File: config.mk
export PLATFORM = sky130hd
export DESIGN_NAME = light_threshold_interrupt_flags
export DESIGN_NICKNAME = d
export VERILOG_FILES = /design/src/light_int_pkg.sv /design/src/fault_repeat_counter.sv /design/src/light_threshold_interrupt_flags.sv
export SDC_FILE = /design/constraint.sdc
export NUM_CORES = 1
export LEC_CHECK = 0
export BUFFER_PORTS_ARGS = -buffer_cell sky130_fd_sc_hd__buf_2
export CELL_PAD_IN_SITES_DETAIL_PLACEMENT = 0
export CELL_PAD_IN_SITES_GLOBAL_PLACEMENT = 1
export CORE_MARGIN = 2
export CORE_UTILIZATION = 45
export CTS_CLUSTER_SIZE = 30
export DETAILED_ROUTE_END_ITERATION = 16
export PLACE_DENSITY_LB_ADDON = 0.1
export RECOVER_POWER = 25
export SLEW_MARGIN = 20
export SYNTH_ARGS = -nofsm -noshare
export SYNTH_HDL_FRONTEND = slang
export SYNTH_SLANG_ARGS = --single-unit
File: constraint.sdc
create_clock -name ref_clk_i -period 6.2 [get_ports ref_clk_i]
set_input_delay 0.62 -clock ref_clk_i [delete_from_list [all_inputs] [get_ports ref_clk_i]]
set_output_delay 0.62 -clock ref_clk_i [all_outputs]
set_load 0.01 [all_outputs]
File: src/light_int_pkg.sv
// Constants, register map and carrier types for the light threshold flags.
`default_nettype none
package light_int_pkg;

    // Register byte offsets on the APB slave.
    localparam logic [7:0] CFG_OFFSET    = 8'h00;
    localparam logic [7:0] HIGH_OFFSET   = 8'h04;
    localparam logic [7:0] LOW_OFFSET    = 8'h08;
    localparam logic [7:0] RESULT_OFFSET = 8'h0C;

    // Register and result geometry.
    localparam int unsigned REG_W    = 16;
    localparam int unsigned EXP_W    = 4;
    localparam int unsigned MANT_W   = 12;
    localparam int unsigned EXP_LSB  = 12;
    localparam int unsigned LEVEL_W  = 27;
    localparam int unsigned FAULT_W  = 2;
    localparam int unsigned EOC_MSB  = 15;
    localparam int unsigned EOC_LSB  = 14;

    // Field codes.
    localparam logic [1:0] MODE_SHUTDOWN = 2'h0;
    localparam logic [1:0] EOC_MARK      = 2'h3;

    // Reset values.
    localparam logic [15:0] HIGH_RESET     = 16'hFFFF;
    localparam logic [15:0] LOW_RESET      = 16'h0000;
    localparam logic [15:0] RESULT_RESET   = 16'h0000;
    localparam logic [1:0]  MODE_RESET     = 2'h0;
    localparam logic        LATCH_RESET    = 1'h1;
    localparam logic        POLARITY_RESET = 1'h0;
    localparam logic [1:0]  FAULT_RESET    = 2'h0;

    // Layout of the configuration register, bit 15 first.
    typedef struct packed {
        logic [4:0] reserved_hi;
        logic [1:0] conv_mode;
        logic       reserved_mid;
        logic       conv_ready;
        logic       flag_high;
        logic       flag_low;
        logic       latch_select;
        logic       output_polarity;
        logic       reserved_lo;
        logic [1:0] fault_repeat_count;
    } cfg_t;

    // One finished conversion from the measurement path.
    typedef struct packed {
        logic        done;
        logic [15:0] result;
    } conv_t;

endpackage
`default_nettype wire

File: src/fault_repeat_counter.sv
// Consecutive fault counter that qualifies high and low threshold events.
`timescale 1ns/1ns
`default_nettype none
module fault_repeat_counter #(
    parameter int unsigned FAULT_W = 2
) (
    // Clock and reset.
    input  wire logic               ref_clk_i,
    input  wire logic               resetn_i,
    // One comparison outcome per finished conversion.
    input  wire logic               sample_i,
    input  wire logic               above_i,
    input  wire logic               below_i,
    input  wire logic [FAULT_W-1:0] repeat_sel_i,
    // Qualified events, valid in the cycle of sample_i.
    output logic                    hit_high_o,
    output logic                    hit_low_o
);

    // The count needs one bit more than the selector to hold its top value.
    localparam int unsigned CNT_W = FAULT_W + 1;

    // Refuse selector widths whose run length the count cannot hold.
    if (FAULT_W < 1 || FAULT_W > 4) begin : g_bad_fault_w
        $error("fault_repeat_counter: FAULT_W must lie in 1..4.");
    end

    logic             run_high;
    logic             run_low;
    logic [CNT_W-1:0] run_count;
    logic [CNT_W-1:0] next_count;
    logic [CNT_W-1:0] need;

    // A selector value of n asks for n plus one equal outcomes in a row.
    assign need = {1'b0, repeat_sel_i} + CNT_W'(1);

    // Extend the run when the direction repeats, restart it at one on a new direction, clear it with no fault.
    always_comb begin
        next_count = run_count;
        if (above_i) begin
            next_count = run_high ? run_count : {CNT_W{1'b0}};
        end else if (below_i) begin
            next_count = run_low ? run_count : {CNT_W{1'b0}};
        end else begin
            next_count = {CNT_W{1'b0}};
        end
        if ((above_i || below_i) && next_count != {CNT_W{1'b1}}) begin
            next_count = next_count + CNT_W'(1);
        end
    end

    // Direction and length of the current run; a result inside the limits
    // clears both so the next fault starts a new run.
    always_ff @(posedge ref_clk_i or negedge resetn_i) begin
        if (!resetn_i) begin
            run_high  <= 1'b0;
            run_low   <= 1'b0;
            run_count <= {CNT_W{1'b0}};
        end else if (sample_i) begin
            run_high  <= above_i;
            run_low   <= below_i && !above_i;
            run_count <= next_count;
        end
    end

    // Once the run is long enough every further repeat re-arms the event,
    // so a latched flag cleared by software comes back if the fault stays.
    assign hit_high_o = sample_i && above_i && (next_count >= need);
    assign hit_low_o  = sample_i && below_i && !above_i
                        && (next_count >= need);

endmodule
`default_nettype wire

File: src/light_threshold_interrupt_flags.sv
// Threshold flags, conversion ready and open-drain alert with APB registers.
`timescale 1ns/1ns
`default_nettype none
// Overview of operation
// - Latched mode, enough high faults: flag high, alert and ready set.
// - Latched mode, enough low faults: flag low, alert and ready set.
// - Conversion without enough faults sets ready only, flags and alert kept.
// - Latched mode, config read clears both flags, alert and ready.
// - Config write selecting shutdown leaves flags, alert and ready alone.
// - Config write selecting a running mode clears ready, and the alert too in transparent end-of-conversion mode.
// - Latched mode, alert response releases the alert, flags and ready kept.
// - Transparent mode, high faults: alert active, flag high set, low clear.
// - Transparent mode, low faults: alert inactive, flag low set, high clear.
// - Transparent: config accesses keep alert and flags; a read clears ready.
// - With latch select 0 the alert response is ignored entirely.
// - Pin low when active with polarity 0 or inactive with polarity 1.
// - A config read clears ready at once, so a second read shows zero.
// - Transparent alert behaviour holds only while low limit MSBs are not 11.
// - Events count only after the chosen number of equal outcomes in a row.
// - Config bit 4 picks latched (1) or transparent (0) comparison.
// - Two-bit fault repeat field sets the needed run of equal outcomes.
// - Alert is open drain; polarity 1 releases the pin when active.
// - Low limit MSBs at 11 select end-of-conversion behaviour.
module light_threshold_interrupt_flags #(
    parameter int unsigned APB_ADDR_W = 8
) (
    // Clock and reset.
    input  wire logic                  ref_clk_i,
    input  wire logic                  resetn_i,
    // APB slave.
    input  wire logic                  psel_i,
    input  wire logic                  penable_i,
    input  wire logic                  pwrite_i,
    input  wire logic [APB_ADDR_W-1:0] paddr_i,
    input  wire logic [31:0]           pwdata_i,
    output logic      [31:0]           prdata_o,
    output logic                       pready_o,
    output logic                       pslverr_o,
    // Finished conversions from the measurement path.
    input  wire light_int_pkg::conv_t  conv_i,
    // Pulse when an SMBus alert response addressed to us has completed.
    input  wire logic                  alert_resp_i,
    // Open-drain alert pin.
    output logic                       int_o,
    output logic                       int_oe_o
);

    // Refuse address widths the decoder cannot serve; the register offsets
    // need at least eight bits.
    if (APB_ADDR_W < 8 || APB_ADDR_W > 32) begin : g_bad_addr_w
        $error("light_threshold_interrupt_flags: APB_ADDR_W 8..32.");
    end

    // Stored configuration fields.
    logic [1:0]                        conv_mode;
    logic                              latch_select;
    logic                              output_polarity;
    logic [light_int_pkg::FAULT_W-1:0] fault_repeat_count;
    logic [15:0]                       high_limit;
    logic [15:0]                       low_limit;
    logic [15:0]                       result;

    // Reporting state.
    logic                              flag_high;
    logic                              flag_low;
    logic                              conv_ready;
    logic                              alert_active;

    // Bus decode.
    logic                              access_done;
    logic                              hit_cfg;
    logic                              hit_high_reg;
    logic                              hit_low_reg;
    logic                              hit_result;
    logic                              mapped;
    logic                              bad_access;
    logic                              cfg_read;
    logic                              cfg_write;
    logic                              run_write;
    light_int_pkg::cfg_t               wr_cfg;
    light_int_pkg::cfg_t               rd_cfg;
    logic [15:0]                       next_rdata;

    // Comparison path.
    logic [light_int_pkg::LEVEL_W-1:0] conv_level;
    logic [light_int_pkg::LEVEL_W-1:0] high_level;
    logic [light_int_pkg::LEVEL_W-1:0] low_level;
    logic [1:0]                        low_limit_exponent_msbs;
    logic                              eoc_mode;
    logic                              above;
    logic                              below;
    logic                              hit_high;
    logic                              hit_low;
    logic                              conv_done;

    // Results and limits share an exponent and mantissa format, so they are
    // expanded to one linear scale before comparing.
    function automatic logic [light_int_pkg::LEVEL_W-1:0] expand(
        input logic [15:0] code
    );
        logic [light_int_pkg::LEVEL_W-1:0] mant;
        logic [light_int_pkg::EXP_W-1:0]   expo;
        mant = {{(light_int_pkg::LEVEL_W - light_int_pkg::MANT_W){1'b0}},
                code[light_int_pkg::MANT_W-1:0]};
        expo = code[light_int_pkg::EXP_LSB +: light_int_pkg::EXP_W];
        return mant << expo;
    endfunction

    // An access ends at the edge where psel, penable and pready are all high.
    assign access_done = psel_i && penable_i && pready_o;
    assign hit_cfg      = (paddr_i == APB_ADDR_W'(light_int_pkg::CFG_OFFSET));
    assign hit_high_reg = (paddr_i == APB_ADDR_W'(light_int_pkg::HIGH_OFFSET));
    assign hit_low_reg  = (paddr_i == APB_ADDR_W'(light_int_pkg::LOW_OFFSET));
    assign hit_result   = (paddr_i ==
                           APB_ADDR_W'(light_int_pkg::RESULT_OFFSET));
    assign mapped       = hit_cfg || hit_high_reg || hit_low_reg || hit_result;
    // Writes to the read-only result register are refused like unmapped
    // addresses: an error answer and no side effect.
    assign bad_access   = !mapped || (pwrite_i && hit_result);

    // Side-effecting configuration accesses, seen at completion only.
    assign cfg_read  = access_done && !pwrite_i && hit_cfg;
    assign cfg_write = access_done && pwrite_i && hit_cfg;
    assign wr_cfg    = light_int_pkg::cfg_t'(pwdata_i[15:0]);
    // Only a running-mode write clears ready; a shutdown write must leave
    // ready, flags and alert untouched.
    assign run_write = cfg_write
                       && (wr_cfg.conv_mode
                           != light_int_pkg::MODE_SHUTDOWN);

    // Threshold comparison of each finished conversion.
    assign conv_done  = conv_i.done;
    assign conv_level = expand(conv_i.result);
    assign high_level = expand(high_limit);
    assign low_level  = expand(low_limit);
    // With inverted limits both may be true; high then takes priority.
    assign above = conv_level > high_level;
    assign below = conv_level < low_level;
    assign low_limit_exponent_msbs =
        low_limit[light_int_pkg::EOC_MSB:light_int_pkg::EOC_LSB];
    assign eoc_mode =
        (low_limit_exponent_msbs == light_int_pkg::EOC_MARK);

    // Qualifies each comparison by the length of its run.
    fault_repeat_counter #(
        .FAULT_W      (light_int_pkg::FAULT_W)
    ) u_fault_repeat_counter (
        .ref_clk_i    (ref_clk_i),
        .resetn_i     (resetn_i),
        .sample_i     (conv_done),
        .above_i      (above),
        .below_i      (below),
        .repeat_sel_i (fault_repeat_count),
        .hit_high_o   (hit_high),
        .hit_low_o    (hit_low)
    );

    // Configuration fields; status bits in the written word are ignored.
    always_ff @(posedge ref_clk_i or negedge resetn_i) begin
        if (!resetn_i) begin
            conv_mode          <= light_int_pkg::MODE_RESET;
            latch_select       <= light_int_pkg::LATCH_RESET;
            output_polarity    <= light_int_pkg::POLARITY_RESET;
            fault_repeat_count <= light_int_pkg::FAULT_RESET;
        end else if (cfg_write) begin
            conv_mode          <= wr_cfg.conv_mode;
            latch_select       <= wr_cfg.latch_select;
            output_polarity    <= wr_cfg.output_polarity;
            fault_repeat_count <= wr_cfg.fault_repeat_count;
        end
    end

    // Limit registers; only the low 16 bits of the bus word are kept.
    always_ff @(posedge ref_clk_i or negedge resetn_i) begin
        if (!resetn_i) begin
            high_limit <= light_int_pkg::HIGH_RESET;
            low_limit  <= light_int_pkg::LOW_RESET;
        end else if (access_done && pwrite_i) begin
            if (hit_high_reg) begin
                high_limit <= pwdata_i[15:0];
            end
            if (hit_low_reg) begin
                low_limit <= pwdata_i[15:0];
            end
        end
    end

    // The last result is kept for software; it is read only.
    always_ff @(posedge ref_clk_i or negedge resetn_i) begin
        if (!resetn_i) begin
            result <= light_int_pkg::RESULT_RESET;
        end else if (conv_done) begin
            result <= conv_i.result;
        end
    end

    // Flag high. In latched mode a fresh event wins over a clearing read in
    // the same cycle so that no threshold crossing is lost.
    always_ff @(posedge ref_clk_i or negedge resetn_i) begin
        if (!resetn_i) begin
            flag_high <= 1'b0;
        end else if (latch_select) begin
            if (hit_high) begin
                flag_high <= 1'b1;
            end else if (cfg_read) begin
                flag_high <= 1'b0;
            end
        end else begin
            // Transparent: only comparison outcomes move the flag.
            if (hit_high) begin
                flag_high <= 1'b1;
            end else if (hit_low) begin
                flag_high <= 1'b0;
            end
        end
    end

    // Flag low, the mirror of flag high.
    always_ff @(posedge ref_clk_i or negedge resetn_i) begin
        if (!resetn_i) begin
            flag_low <= 1'b0;
        end else if (latch_select) begin
            if (hit_low) begin
                flag_low <= 1'b1;
            end else if (cfg_read) begin
                flag_low <= 1'b0;
            end
        end else begin
            if (hit_low) begin
                flag_low <= 1'b1;
            end else if (hit_high) begin
                flag_low <= 1'b0;
            end
        end
    end

    // Conversion ready marks every finished conversion; a configuration
    // read or a running-mode write clears it, but a shutdown write does not.
    always_ff @(posedge ref_clk_i or negedge resetn_i) begin
        if (!resetn_i) begin
            conv_ready <= 1'b0;
        end else if (conv_done) begin
            conv_ready <= 1'b1;
        end else if (cfg_read) begin
            conv_ready <= 1'b0;
        end else if (run_write) begin
            conv_ready <= 1'b0;
        end
    end

    // Logical alert state before polarity. End-of-conversion mode fires on
    // every conversion; a shutdown write never touches the alert.
    always_ff @(posedge ref_clk_i or negedge resetn_i) begin
        if (!resetn_i) begin
            alert_active <= 1'b0;
        end else if (latch_select) begin
            if (eoc_mode ? conv_done : (hit_high || hit_low)) begin
                alert_active <= 1'b1;
            end else if (cfg_read) begin
                alert_active <= 1'b0;
            end else if (alert_resp_i) begin
                alert_active <= 1'b0;
            end
        end else if (eoc_mode) begin
            // The alert response input is never looked at here.
            if (conv_done) begin
                alert_active <= 1'b1;
            end else if (cfg_read || run_write) begin
                alert_active <= 1'b0;
            end
        end else begin
            // Transparent hysteresis: config accesses and alert response
            // leave the alert following the comparison alone.
            if (hit_high) begin
                alert_active <= 1'b1;
            end else if (hit_low) begin
                alert_active <= 1'b0;
            end
        end
    end

    // Pin driver. The pull-down enable trails the alert state by one cycle
    // because it is registered from it; this keeps the pin glitch free.
    always_ff @(posedge ref_clk_i or negedge resetn_i) begin
        if (!resetn_i) begin
            int_o    <= 1'b0;
            int_oe_o <= 1'b0;
        end else begin
            int_o    <= 1'b0;
            int_oe_o <= alert_active ^ output_polarity;
        end
    end

    // Read view of the configuration register with live status bits.
    always_comb begin
        rd_cfg                    = '0;
        rd_cfg.conv_mode          = conv_mode;
        rd_cfg.conv_ready         = conv_ready;
        rd_cfg.flag_high          = flag_high;
        rd_cfg.flag_low           = flag_low;
        rd_cfg.latch_select       = latch_select;
        rd_cfg.output_polarity    = output_polarity;
        rd_cfg.fault_repeat_count = fault_repeat_count;
    end

    // Read data multiplexer; unmapped addresses read as zero.
    always_comb begin
        next_rdata = 16'h0000;
        if (hit_cfg) begin
            next_rdata = rd_cfg;
        end else if (hit_high_reg) begin
            next_rdata = high_limit;
        end else if (hit_low_reg) begin
            next_rdata = low_limit;
        end else if (hit_result) begin
            next_rdata = result;
        end
    end

    // APB answer with one wait state: data, ready and error are registered
    // in the first access cycle so every bus output comes from a flip-flop.
    always_ff @(posedge ref_clk_i or negedge resetn_i) begin
        if (!resetn_i) begin
            pready_o  <= 1'b0;
            pslverr_o <= 1'b0;
            prdata_o  <= 32'h0000_0000;
        end else if (psel_i && penable_i && !pready_o) begin
            pready_o  <= 1'b1;
            pslverr_o <= bad_access;
            prdata_o  <= pwrite_i ? 32'h0000_0000 : {16'h0000, next_rdata};
        end else begin
            pready_o  <= 1'b0;
            pslverr_o <= 1'b0;
            prdata_o  <= 32'h0000_0000;
        end
    end

endmodule
`default_nettype wire

==> results.json <==
{
  "outcome": "finished, violations left",
  "violations": "max-capacitance violations, max-slew violations",
  "firstDrtPassIters": 5,
  "cp_top_family": "simple AND/OR/NAND/NOR gates",
  "synth-edff-count": 0,
  "grt_overflow": 0,
  "dr_total_vias": 5673,
  "period_minus_slack_ns": 5.82,
  "clock_latency_ns": 0.34,
  "critPathMaxFanout": 10,
  "ys_seq_area_share_pct": 30.4,
  "critPathLaunchType": "primary input",
  "start_util_pct": 45.4,
  "finalSetupViolations": 0,
  "rows": 45,
  "coreArea_um2": 15000,
  "critPathRequiredTime_ns": 6.48,
  "dieArea_um2": 16200,
  "htree_levels": 3,
  "port_buffers": 65,
  "die_y_um": 127,
  "dp.cells": 989,
  "synth_cell_types": 58,
  "grt_max_degree": 66,
  "dp_hpwl_um": 15900,
  "ys_ff_latch": 82,
  "viasPerCell": 5.62,
  "hold_viol": 0,
  "cts_made_buffers": 9,
  "max_stage_delay_ns": 0.37,
  "grt_pass1_wl_um": 30600,
  "leakage_nw": 3.47,
  "synth_flop_cell": "dfrtp_1",
  "cpMaxStageDelayCell": "mux2_2",
  "power_density_nw_per_um2": 189,
  "holdBufCountCts": 0,
  "drc": 0,
  "final_nets": 936,
  "diodes": 0,
  "fmax_mhz": 172,
  "syn_inst": 738,
  "cp.arrival_ns": 6.10,
  "path_clk_slew_ns": 0.06,
  "area_growth_pct": 15.0,
  "drive_above_1_share_pct": 31.8,
  "clk_path_buf_depth": 2,
  "fin_crit_sh_pct": 93.9,
  "fin_worst_skew_ns": 0.00719,
  "clock_sinks": 82,
  "crit_path_end_kind": "flop",
  "antenna_found_initial": 0,
  "gp_congestion": 0.864,
  "postRouteAntennaNets": 0,
  "path_buf_inv": 5,
  "worstHoldPathType": "primary input to asynchronous set/reset pin",
  "grt_use_total_pct": 24.5,
  "synth_warnings": 0,
  "path_common_cell": "ha_1",
  "cts-root-buf": "clkbuf_16",
  "cap_violations": 1,
  "postSynthAreaPerCell_um2": 9.25,
  "crit_type": "primary input to flop",
  "final_cells": 1009,
  "cts_tree": "done",
  "grt_pass1_vias": 5660,
  "wl_per_cell_um": 19.4,
  "drtIter0Drc": 302,
  "async_flop_share_pct": 100,
  "worst_slew_pin_slew_ns": 3.40,
  "finalPower_mw": 1.48,
  "synth_area_um2": 6830,
  "whs_ns": 0.438,
  "wirelength_um": 19600,
  "io_pins": 99,
  "finalMaxSlewViolations": 66,
  "dieWidth_um": 127,
  "peakVddDrop_v": 0.000201,
  "slew_headroom_pct": -127
}
## timing repair
item                       CTS  global route
setup buffers                0             4
setup endpoints to repair    0             3
gates resized for setup      0            34
## placed cells by master, fill, tap and decap left out, drive strengths merged, types with 3 or more instances in the layout
| master | instances |
|---|---|
| and2 | 6 |
| a2111oi | 7 |
| clkinv | 4 |
| nor3b | 4 |
| and3 | 3 |
| nand4 | 9 |
| or2 | 10 |
| o21ai | 40 |
| dfstp | 17 |
| nor2b | 20 |
| nand3b | 4 |
| dfrtp | 65 |
| mux4 | 4 |
| buf | 107 |
| a31oi | 3 |
| ha | 57 |
| mux2i | 69 |
| nor3 | 10 |
| a211oi | 7 |
| a21oi | 51 |
| nand2b | 9 |
| nand2 | 66 |
| nand3 | 12 |
| a21o | 8 |
| clkbuf | 13 |
| conb | 17 |
| or3 | 3 |
| inv | 14 |
| a22oi | 9 |
| nor2 | 68 |
| mux2 | 78 |
## power by group
group	switching [mW]	total [mW]	internal (mW)
Combinational	0.213	0.399	0.186
Clock	0.215	0.486	0.272
Sequential	0.0264	0.597	0.570
Total	0.454	1.48	1.03
## logic make-up after synthesis
| kind of cell | count (synthesis) | share of synthesized area [%] |
|---|---|---|
| simple gates | 227 | 15.8 |
| mux | 151 | 24.7 |
| compound gates | 143 | 13.0 |
| flops | 82 | 30.4 |
| buf+inv | 73 | 5.07 |
| fa+ha+maj | 58 | 10.6 |
| xor+xnor | 3 | 0.385 |
| other cells | 1 | 0.0549 |
## flip-flops by register name, summed over array words and instances (netlist names), 2 cells and up
name                              flops
conv_mode                             2
fault_repeat_count                    2
high_limit                           16
low_limit                            16
prdata_o                             16
result                               16
u_fault_repeat_counter.run_count      3
## routing by layer
layer,vias to the layer above,track usage (%),wire length (um)
li1,2798,-,-
met5,-,0,0
met3,26,2.51,501
met1,2742,32.5,8800
met4,0,7.37,461
met2,107,42.5,9860
## synthesized netlist by cell type, drive strengths merged, types with 12 or more instances
| master | instances | area share, % |
|---|---|---|
| a21oi | 51 | 3.7 |
| buf | 30 | 2.7 |
| clkbuf | 29 | 1.6 |
| dfrtp | 65 | 24 |
| dfstp | 17 | 6.5 |
| ha | 57 | 10 |
| inv | 13 | 0.71 |
| mux2 | 78 | 13 |
| mux2i | 69 | 10 |
| nand2 | 66 | 3.6 |
| nand3 | 12 | 0.88 |
| nor2 | 68 | 3.8 |
| nor2b | 20 | 1.9 |
| o21ai | 40 | 2.9 |
## layout make-up
cell class	instances	area, um^2
fillers	1428	7180
multi-input cells	599	4550
flip-flops and latches	82	2080
repair buffers	110	672
well taps	188	235
clock buffers	10	229
inverters	14	52.6
clock inverters	6	42.5
## per-stage QoR
step                      setup slack, ns  TNS (ns)  cell area (um^2)  util [%]
after global routing             -0.00222  -0.00222              7860      52.3
after detailed placement           -0.250    -0.441              7470      49.7
after CTS                          0.0783         0              7740      51.5
final                               0.376         0              7860      52.3
after global placement            -0.0358   -0.0358              7470      49.7
after floorplan                     0.181         0              6890         -
## worst paths after layout
| check | endpoint | start | depth (start not counted) | slack, ns |
|---|---|---|---|---|
| max | flag_low$_DFFE_PN0P_ | conv_i[13] | 28 | 0.38 |
| min | low_limit[12]$_DFFE_PN0P_ | resetn_i | 1 | 0.44 |
| max reg2reg | flag_low$_DFFE_PN0P_ | low_limit[13]$_DFFE_PN0P_ | 29 | 0.41 |
| min reg2reg | u_fault_repeat_counter.run_count[2]$_DFFE_PN0P_ | u_fault_repeat_counter.run_count[2]$_DFFE_PN0P_ | 1 | 0.48 |
| max in group asynchronous | u_fault_repeat_counter.run_count[1]$_DFFE_PN0P_ | resetn_i | 2 | 2.01 |
| min in group ref_clk_i | u_fault_repeat_counter.run_count[2]$_DFFE_PN0P_ | u_fault_repeat_counter.run_count[2]$_DFFE_PN0P_ | 1 | 0.48 |
Note: power is estimated with default switching activity, not from simulation.
